### src/led_drive_regs.svh
// Constants for the LED illumination drive sequencer.
// Assumes inclusion by the package; the design module uses its macros without including it.
`ifndef LED_DRIVE_REGS_SVH
`define LED_DRIVE_REGS_SVH

// Setting widths
`define FB_DAC_W        12
`define LIM_DAC_W       10
`define GAIN_SEL_W      4
`define TRIM_W          4
`define LED_CHANNEL_SELECT_W       4
`define OFF_CNT_W       8
// Gain steps available and trim code of one fifth
`define GAIN_STEPS      14
`define TRIM_FULL       4'hF
`define TRIM_MIN        4'h0
// Reset values
`define OFF_LEN_RST     8'h10

`endif

### src/led_drive_pkg.sv
// Types for the LED illumination drive sequencer.
// Assumes led_drive_regs.svh is on the include path.
`include "led_drive_regs.svh"

package led_drive_pkg;

  // Per-colour settings bundle
  typedef struct packed {
    logic [`FB_DAC_W-1:0]  fb_ref;
    logic [`LIM_DAC_W-1:0] limit;
    logic [`TRIM_W-1:0]    trim;
  } color_set_t;

  // Gate drive bundle toward the external FETs
  typedef struct packed {
    logic [`LED_CHANNEL_SELECT_W-1:0] led_channel_select;
    logic                  low_res_shunt_enable;
    logic                  dissipative_shunt_enable;
  } gate_drive_t;

  // Drive control states
  typedef enum logic [2:0] {
    ST_IDLE,
    ST_DISSIPATE,
    ST_PRECHARGE,
    ST_HYSTERETIC,
    ST_FORCED_OFF,
    ST_PULSED
  } drive_state_t;

endpackage : led_drive_pkg

### src/led_illumination_drive_sequencer.sv
// LED illumination drive sequencer: hysteretic drive, blanking, pulsed.
// Assumes a 100 MHz clock; the comparator and limit-reached inputs are
// asynchronous pins and are synchronised here.
//
// Operation
// - Light below threshold means comparator high, drive enable high.
// - Light above threshold drops drive enable at once.
// - Drive enable follows comparator while the LED circuit stays enabled.
// - Steady-light operation holds capacitance select low.
// - Pulsed-light operation drives capacitance select high.
// - Amp gain select encodes at least fourteen steps.
// - Per-colour amp gain trim spans full scale to one fifth.
// - Peak limit DAC setting is ten bits.
// - Feedback reference is twelve bits, used in both modes.
// - Sync output overrides buck off-time; drive enable enables buck.
// - Dissipative shunt phase with all LEDs off discharges inductor.
// - Low-resistance shunt phase charges inductor to peak limit.
// - End of blanking: release shunt, select LED, toggle drive, hysteretic, or pulsed in pulsed operation.
// - Limit is pre-charge current pulsed, maximum LED current steady.
// - Comparator threshold reached starts programmable constant-off counter.
// - During forced-off interval comparator ignored, drive held low.
// - Pulsed operation turns drive on at drive request; here ST_PULSED drive follows the comparator.
`timescale 1ns/100ps

module led_illumination_drive_sequencer
  import led_drive_pkg::*;
#(
  parameter int COLORS = 4
) (
  input  wire logic                   i_ref_clk,
  input  wire logic                   i_rst,
  input  wire logic                   i_pulsed_light_operation,
  input  wire logic [`OFF_CNT_W-1:0]  i_off_len,
  input  wire logic [`GAIN_SEL_W-1:0] i_gain_sel,
  input  wire color_set_t             i_color_set [COLORS],
  input  wire gate_drive_t            i_gate_req,
  input  wire logic                   i_drive_request,
  input  wire logic                   i_comparator,
  input  wire logic                   i_limit_reached,
  output logic                        o_buck_drive_enable,
  output logic                        o_sync,
  output logic                        o_output_cap_select,
  output gate_drive_t                 o_gate_drive,
  output logic [`FB_DAC_W-1:0]        o_fb_dac,
  output logic [`LIM_DAC_W-1:0]       o_peak_limit_dac,
  output logic [`TRIM_W-1:0]          o_gain_trim,
  output logic [`GAIN_SEL_W-1:0]      o_primary_photo_amp_gain,
  output logic                        o_forced_off_interval,
  output drive_state_t                o_state
);

  // ---------------------------------------------------------------
  // Elaboration checks
  // ---------------------------------------------------------------
  // One colour per select bit, so no more colours than select bits
  if (COLORS < 1 || COLORS > `LED_CHANNEL_SELECT_W) begin : g_bad_colors
    $error("COLORS out of range");
  end
  if ((1 << `GAIN_SEL_W) < `GAIN_STEPS) begin : g_bad_gain
    $error("gain select too narrow");
  end

  // Index of the lowest active select bit, zero if none
  function automatic int unsigned sel_index(
    input logic [`LED_CHANNEL_SELECT_W-1:0] sel);
    int unsigned idx;
    idx = 0;
    for (int i = `LED_CHANNEL_SELECT_W - 1; i >= 0; i--) begin
      if (sel[i])
        idx = i;
    end
    return idx;
  endfunction : sel_index

  // ---------------------------------------------------------------
  // Input synchronisers
  // ---------------------------------------------------------------
  logic cmp_meta;
  logic cmp_sync;
  logic lim_meta;
  logic lim_sync;

  // Two flops per asynchronous pin
  always_ff @(posedge i_ref_clk) begin
    if (i_rst) begin
      cmp_meta <= 1'b0;
      cmp_sync <= 1'b0;
      lim_meta <= 1'b0;
      lim_sync <= 1'b0;
    end else begin
      cmp_meta <= i_comparator;
      cmp_sync <= cmp_meta;
      lim_meta <= i_limit_reached;
      lim_sync <= lim_meta;
    end
  end

  // ---------------------------------------------------------------
  // Drive state machine
  // ---------------------------------------------------------------
  drive_state_t          state;
  drive_state_t          next_state;
  logic [`OFF_CNT_W-1:0] off_cnt;
  logic [`OFF_CNT_W-1:0] next_off_cnt;
  logic                  drive;
  logic                  next_drive;
  logic                  sync_ovr;
  logic                  next_sync_ovr;

  // Next state, counter and drive
  always_comb begin
    next_state    = state;
    next_off_cnt  = off_cnt;
    next_drive    = 1'b0;
    next_sync_ovr = 1'b0;
    case (state)
      ST_IDLE: begin
        if (i_gate_req.dissipative_shunt_enable)
          next_state = ST_DISSIPATE;
        else if (i_gate_req.low_res_shunt_enable && i_drive_request)
          next_state = ST_PRECHARGE;
        else if (i_drive_request)
          next_state = i_pulsed_light_operation ? ST_PULSED
                                                : ST_HYSTERETIC;
      end
      ST_DISSIPATE: begin
        // Drive stays off while residual energy dissipates
        if (!i_gate_req.dissipative_shunt_enable)
          next_state = ST_IDLE;
      end
      ST_PRECHARGE: begin
        // charge into shunt until the peak limit is met
        next_drive = !lim_sync;
        if (!i_drive_request)
          next_state = ST_IDLE;
        // shunt released, hand over to hysteretic loop, or to ST_PULSED in pulsed operation
        else if (!i_gate_req.low_res_shunt_enable)
          next_state = i_pulsed_light_operation ? ST_PULSED
                                                : ST_HYSTERETIC;
      end
      ST_HYSTERETIC: begin
        next_drive = cmp_sync;
        if (!i_drive_request) begin
          next_state = ST_IDLE;
          next_drive = 1'b0;
        // threshold reached starts the off counter
        end else if (!cmp_sync && drive) begin
          next_state    = ST_FORCED_OFF;
          next_off_cnt  = i_off_len;
        end
      end
      ST_FORCED_OFF: begin
        if (!i_drive_request)
          next_state = ST_IDLE;
        else if (off_cnt == '0)
          next_state = ST_HYSTERETIC;
        else
          next_off_cnt = off_cnt - 1'b1;
      end
      ST_PULSED: begin
        // drive follows the comparator until drive request drops
        next_drive = cmp_sync;
        if (!i_drive_request) begin
          next_state = ST_IDLE;
          next_drive = 1'b0;
        end
      end
      default: begin
        next_state = ST_IDLE;
      end
    endcase
    if (next_state == ST_IDLE || next_state == ST_DISSIPATE)
      next_drive = 1'b0;
    // sync override stands exactly while the off interval runs
    next_sync_ovr = (next_state == ST_FORCED_OFF);
  end

  // State registers
  always_ff @(posedge i_ref_clk) begin
    if (i_rst) begin
      state    <= ST_IDLE;
      off_cnt  <= '0;
      drive    <= 1'b0;
      sync_ovr <= 1'b0;
    end else begin
      state    <= next_state;
      off_cnt  <= next_off_cnt;
      drive    <= next_drive;
      sync_ovr <= next_sync_ovr;
    end
  end

  // ---------------------------------------------------------------
  // Per-colour settings and gate outputs
  // ---------------------------------------------------------------
  color_set_t  cur_set;
  color_set_t  next_cur_set;
  gate_drive_t gate;
  gate_drive_t next_gate;
  logic        cap_sel;
  logic        next_cap_sel;

  // Setting mux and pass-through
  always_comb begin
    int unsigned idx;
    idx = sel_index(i_gate_req.led_channel_select);
    if (idx < COLORS)
      next_cur_set = i_color_set[idx];
    else
      next_cur_set = i_color_set[0];
    next_gate = i_gate_req;
    next_cap_sel = i_pulsed_light_operation;
  end

  // Output setting registers
  always_ff @(posedge i_ref_clk) begin
    if (i_rst) begin
      cur_set <= '0;
      gate    <= '0;
      cap_sel <= 1'b0;
    end else begin
      cur_set <= next_cur_set;
      gate    <= next_gate;
      cap_sel <= next_cap_sel;
    end
  end

  logic [`GAIN_SEL_W-1:0] gain;
  logic [`GAIN_SEL_W-1:0] next_gain;

  // ---------------------------------------------------------------
  // Outputs
  // ---------------------------------------------------------------
  // drive enable and sync override
  assign o_buck_drive_enable      = drive;
  assign o_sync                   = sync_ovr;
  assign o_output_cap_select      = cap_sel;
  assign o_gate_drive             = gate;
  // DAC settings, limit serves both modes
  assign o_fb_dac                 = cur_set.fb_ref;
  assign o_peak_limit_dac         = cur_set.limit;
  // trim code, full scale to one fifth
  assign o_gain_trim              = cur_set.trim;
  assign o_primary_photo_amp_gain = gain;
  assign o_forced_off_interval    = sync_ovr;
  assign o_state                  = state;

  // Gain steps beyond the last are clamped
  always_comb begin
    if (i_gain_sel >= `GAIN_SEL_W'(`GAIN_STEPS))
      next_gain = `GAIN_SEL_W'(`GAIN_STEPS - 1);
    else
      next_gain = i_gain_sel;
  end

  // Gain register
  always_ff @(posedge i_ref_clk) begin
    if (i_rst)
      gain <= '0;
    else
      gain <= next_gain;
  end
endmodule : led_illumination_drive_sequencer

### config.mk
export PLATFORM = sky130hd
export DESIGN_NAME = led_illumination_drive_sequencer
export DESIGN_NICKNAME = d
export VERILOG_FILES = /design/src/led_drive_pkg.sv /design/src/led_illumination_drive_sequencer.sv
export VERILOG_INCLUDE_DIRS = /design/src
export SDC_FILE = /design/constraint.sdc
export NUM_CORES = 1
export LEC_CHECK = 0
export ABC_AREA = 1
export BUFFER_PORTS_ARGS = -buffer_cell sky130_fd_sc_hd__buf_2
export CAP_MARGIN = 20
export CORE_MARGIN = 4
export CORE_UTILIZATION = 45
export CTS_CLUSTER_SIZE = 28
export DETAILED_ROUTE_END_ITERATION = 8
export GPL_TIMING_DRIVEN = 1
export PLACE_DENSITY = 0.83
export SLEW_MARGIN = 10
export SYNTH_ARGS = -nofsm -noshare
export SYNTH_HDL_FRONTEND = slang
export SYNTH_SLANG_ARGS = --single-unit
### constraint.sdc
create_clock -name i_ref_clk -period 2.8 [get_ports i_ref_clk]
set_input_delay 0.42 -clock i_ref_clk [delete_from_list [all_inputs] [get_ports i_ref_clk]]
set_output_delay 0.42 -clock i_ref_clk [all_outputs]
set_load 0.05 [all_outputs]
# Word level (Yosys, flattened, before mapping)
# Index checks and enable logic that the tools add are counted.
# Widths: inputs -> output; s select.
[word_totals]
ff_bits = 54
in_bits = 128
output_inout_bits = 43
word_cells = 75
[classes]
add_sub_neg = 1
order_cmp = 3
n_eq_ne = 11
n_mux = 29
bitwise_logic = 1
reduce_logical = 13
[ops]
columns = ["operator", "n"]
rows = [
  ["$mux 32", 3],
  ["$mux 26", 3],
  ["$bmux 26 s2", 1],
  ["$mux 3", 12],
  ["$ge 33x3->1 const B", 1],
  ["$not 32->33", 1],
  ["$lt 32x3->1 const B", 1],
  ["$mux 8", 4],
  ["$pmux 3 s6", 1],
  ["$pmux 8 s2", 1],
  ["$eq 3x3->1 const B", 3],
  ["$logic_not 8->1", 1],
  ["$ne 2x2->1 const B", 4],
  ["$sub 8x1->8 const B", 1],
  ["$eq 3x1->1 const B", 2],
  ["$eq 3x2->1 const B", 2],
  ["$logic_not 3->1", 2],
  ["$reduce_or 2->1", 3],
  ["$reduce_and 5->1", 1],
  ["$ge 4x4->1 const B", 1],
  ["$mux 4", 1],
  ["$logic_and 1x1->1", 2],
  ["$logic_not 1->1", 2],
  ["$mux 2", 1],
  ["other kinds (4)", 4],
]

# Longest topological paths before layout
[logic_depth]
depth_word = 9
mapped_depth = 10
ltp_nobuf = 10

# Worst setup path after synthesis
# OpenSTA, ideal clock, no wires.
[synth_path]
path_kind = "register to register"
start = "register state[2] (netlist: o_state[2])"
end = "register off_cnt[4]"
setup_ns = 0.116
arrival_ns = 1.543
required_ns = 2.684
path_slack_ns = 1.141
path_stages_with_launch = 10
path_buffers = 2
synth_period_minus_slack_ns = 1.659
path_cell_list = "dfxtp_1 > inv_2 > nor3_2 > buf_6 > inv_4 > buf_6 > nand2_1 > o21ai_0 > o21ai_1 > a21oi_1"
[synth_between]
elab_chain_cells = 3
word_cells_on_any_way = 9
cone_classes = "6 x eq/ne; 1 x mux; 2 x reduce/logical"
[synth_lines]
columns = ["element", "line", "rtl"]
rows = [
  ["start, declared", "led_illumination_drive_sequencer.sv:101", "drive_state_t state;"],
  ["start signal, assigned", "led_illumination_drive_sequencer.sv:186", "state <= next_state;"],
  ["$eq 3x3->1 or $eq 3x2->1 (tied branches)", "led_illumination_drive_sequencer.sv:116", "case (state)"],
  ["$ne 2x2->1 (no line) or $reduce_bool 2->1 (tied branches)", "n/a", ""],
  ["$reduce_and 5->1 (no line)", "n/a", ""],
  ["end signal, assigned", "led_illumination_drive_sequencer.sv:187", "off_cnt <= next_off_cnt;"],
  ["end, declared", "led_illumination_drive_sequencer.sv:103", "logic [`OFF_CNT_W-1:0] off_cnt;"],
]
# Several ways; a longest one is shown, not always the timed one.
# A chain may end at the register's enable or synchronous reset.

# Final worst setup path
[layout_path]
start = "register off_cnt[0]"
end = "register off_cnt[7]"
[layout_between]
elab_chain_cells = 4
word_cells_on_any_way = 7
cone_classes = "1 x add/sub; 1 x eq/ne; 3 x mux; 2 x reduce/logical"
[layout_lines]
columns = ["element", "line", "rtl"]
rows = [
  ["$sub 8x1->8", "led_illumination_drive_sequencer.sv:158", "next_off_cnt = off_cnt - 1'b1;"],
  ["$mux 8", "led_illumination_drive_sequencer.sv:155", "else if (off_cnt == '0)"],
  ["$mux 8", "led_illumination_drive_sequencer.sv:153", "if (!i_drive_request)"],
  ["$pmux 8 s2", "led_illumination_drive_sequencer.sv:116", ""],
]
# Several ways; a longest one is shown, not always the timed one. The select of a mux whose other input is x is not followed.

==> qor.yml <==
global_routing:
  grt_pass1_vias: 3103
  grt_pass1_wl_um: 12600
  grtUsageTotal_pct: 20.2
  grt_overflow_total: 0
  grt_max_degree: 53
  antenna_found_initial: 0
critical_path:
  slowest_delay_ns: 0.32
  crit_arrival_ns: 2.03
  end_kind: "register"
  path_cells: "inv_1 > ha_1 > nand2_1 > o21ai_1 > nand2_1 > nand2_2 > inv_1 > o21ai_0 > nor2_1"
  critPathRequiredTime_ns: 2.99
  crit_fanout: 13
  reg2reg_depth: 9
  slowest_stage: "dfxtp_1"
  crit_type: "reg2reg"
  start_kind: "register"
layout:
  design_area_sq_um: 3790
  syn_to_final_growth_pct: 35.1
  fillCellCount: 556
  final_nets: 689
  final_cell_mix: "buf_2, nor2_1, dfxtp_1"
  finish.utilization_pct: 63.3
  antenna_cells: 0
  mostFrequentLayoutCell: "buf_2"
  layout-drive-gt1-share_pct: 39.6
timing:
  finalHoldViolCount: 0
  worst_pin_slew_ns: 0.563
  skew_ns: 0.00230
  rsz0062_at_grt: "no"
  drv_slew: 0
  max_freq_ghz: 0.546
  period_share_pct: 65.4
  setup_viol: 0
  fin_tns_setup_ns: 0
  slew_headroom_pct: 62.4
  min_period_ns: 1.83
clocking:
  cts_resized: 0
  clkSinkCount: 54
  root_buffer: "clkbuf_8"
  clk_latency_ns: 0.29
  clockBufferDepth: 2
  cts_tree: "yes"
  cts_buffers: 5
  ctsHoldBuffers: 0
  clkTransAtPathRegs_ns: 0.09
  post_cts.repair.setup_buffers: 0
  htree_levels: 2
detailed_routing:
  via_per_inst: 5.00
  drt-pass1-iter-count: 5
  drt_iter0_markers: 111
  route.detailed.drc: 0
  vias: 3183
  wl_per_cell_um: 12.3
  totalWireLength_um: 7850
  antenna_left: 0
power_and_ir_drop:
  power_density_nw_per_um2: 512
  ir_drop_mv: 0.238
  power_leakage_nw: 1.94
placement:
  placed_cell_area_sq_um: 3650
  dp_hpwl_um: 6150
  place.gp.congestion: 0.833
  io_buffers: 170
synth:
  synthTopCellsByArea: "dfxtp_1, nor2_1, a21oi_1"
  synth_area_sq_um: 2810
  syn-num-nets: 533
  synth-edff-count: 0
  yosysWarningCount: 0
  yosysTopAreaCell: "dfxtp_1"
  ys_seq_area_share_pct: 38.5
  synthCells: 404
  avgSynthCellArea_sq_um: 6.95
  async_flop_share_pct: 0
  yosysUniqueCellTypes: 29
  synth_seq_cells: 54
  synth_flop_cell: "dfxtp_1"
  synth_top_area_share_pct: 38.5
worst_hold_path:
  whs_path_depth: 2
  hold_path.class: "in2reg"
floorplan:
  initial_core_util_pct: 46.9
  die_w_um: 87.0
  num_rows: 28
  dieArea_sq_um: 7570
  core_area_sq_um: 5990
  die-height_um: 87.0
  io_pins: 171
run:
  drv_cap: 0
status:
  outcome: "completed"
kinds of logic after synthesis:
family	count (synthesis)	share of synthesized area [%]
and+or+nand+nor	175	27.8
adders and majority gates	1	0.446
buffers and inverters	58	9.27
AOI/OAI and AO/OA	116	24.0
DFF	54	38.5
where the power goes:
group | total, W | leakage, nW | switching [W] | internal, W
Clock | 0.000624 | 0.0714 | 0.000242 | 0.000381
Sequential | 0.000830 | 0.447 | 0.0000156 | 0.000814
Combinational | 0.000489 | 1.42 | 0.000321 | 0.000167
Total | 0.00194 | 1.94 | 0.000579 | 0.00136
path summary, 6_finish.rpt:
path,slack (ns),start,to
min reg2reg,0.41,cmp_meta$_SDFF_PP0_,cmp_sync$_SDFF_PP0_
min,0.31,i_gain_sel[2],o_primary_photo_amp_gain[1]$_SDFF_PP0_
max,0.97,off_cnt[0]$_SDFFE_PP0P_,off_cnt[7]$_SDFFE_PP0P_
max reg2reg,0.97,off_cnt[0]$_SDFFE_PP0P_,off_cnt[7]$_SDFFE_PP0P_
registers in the layout (all words and copies together) (netlist names):
register / flops
o_fb_dac: 12
lim_meta: 1
o_buck_drive_enable: 1
o_primary_photo_amp_gain: 4
o_gain_trim: 4
off_cnt: 8
o_state: 3
cmp_meta: 1
o_forced_off_interval: 1
cmp_sync: 1
o_output_cap_select: 1
lim_sync: 1
o_gate_drive: 6
o_peak_limit_dac: 10
layer usage:
metal	vias to the layer above	wire [um]	track usage, %
met5	-	0	0
met3	16	670	4.07
li1	1639	-	-
met2	136	4020	38.5
met1	1392	2970	21.5
met4	0	186	8.07
metrics by stage:
step / total power (W) / std cells / hold slack [ns] / setup WS [ns]
floorplan: 0.00118 / 404 / 0.388 / 1.14
global placement: 0.00133 / 628 / 0.390 / 0.988
detailed placement: 0.00134 / 628 / 0.400 / 0.942
CTS: 0.00196 / 636 / 0.300 / 0.959
global route: 0.00204 / 636 / 0.302 / 0.809
finish: 0.00194 / 636 / 0.309 / 0.969
layout make-up:
class	instances	area (sq um)	area share [%]
multi-input combinational	292	1470	38.7
sequential	54	1080	28.5
timing repair buffer	174	881	23.2
inverter	33	128	3.37
tap	75	93.8	2.47
clock buffer	6	82.6	2.18
clock inverter	2	60.1	1.58
cell usage after synthesis, drive strengths merged, types with 2 or more instances:
master,count
nor3,3
o21ai,44
inv,32
clkbuf,11
dfxtp,54
a21oi,41
nand3,14
nand4,2
nor2,81
nand2,48
buf,14
or2,27
o211ai,26
critical path: cells and delay by family, from the launching register on:
kind            cells  cell delay (ns)
compound gates      2             0.38
fa+ha+maj           1             0.30
buf+inv             2             0.25
flops               1             0.32
simple gates        4             0.47
Note: power is estimated with default switching activity, not from simulation.
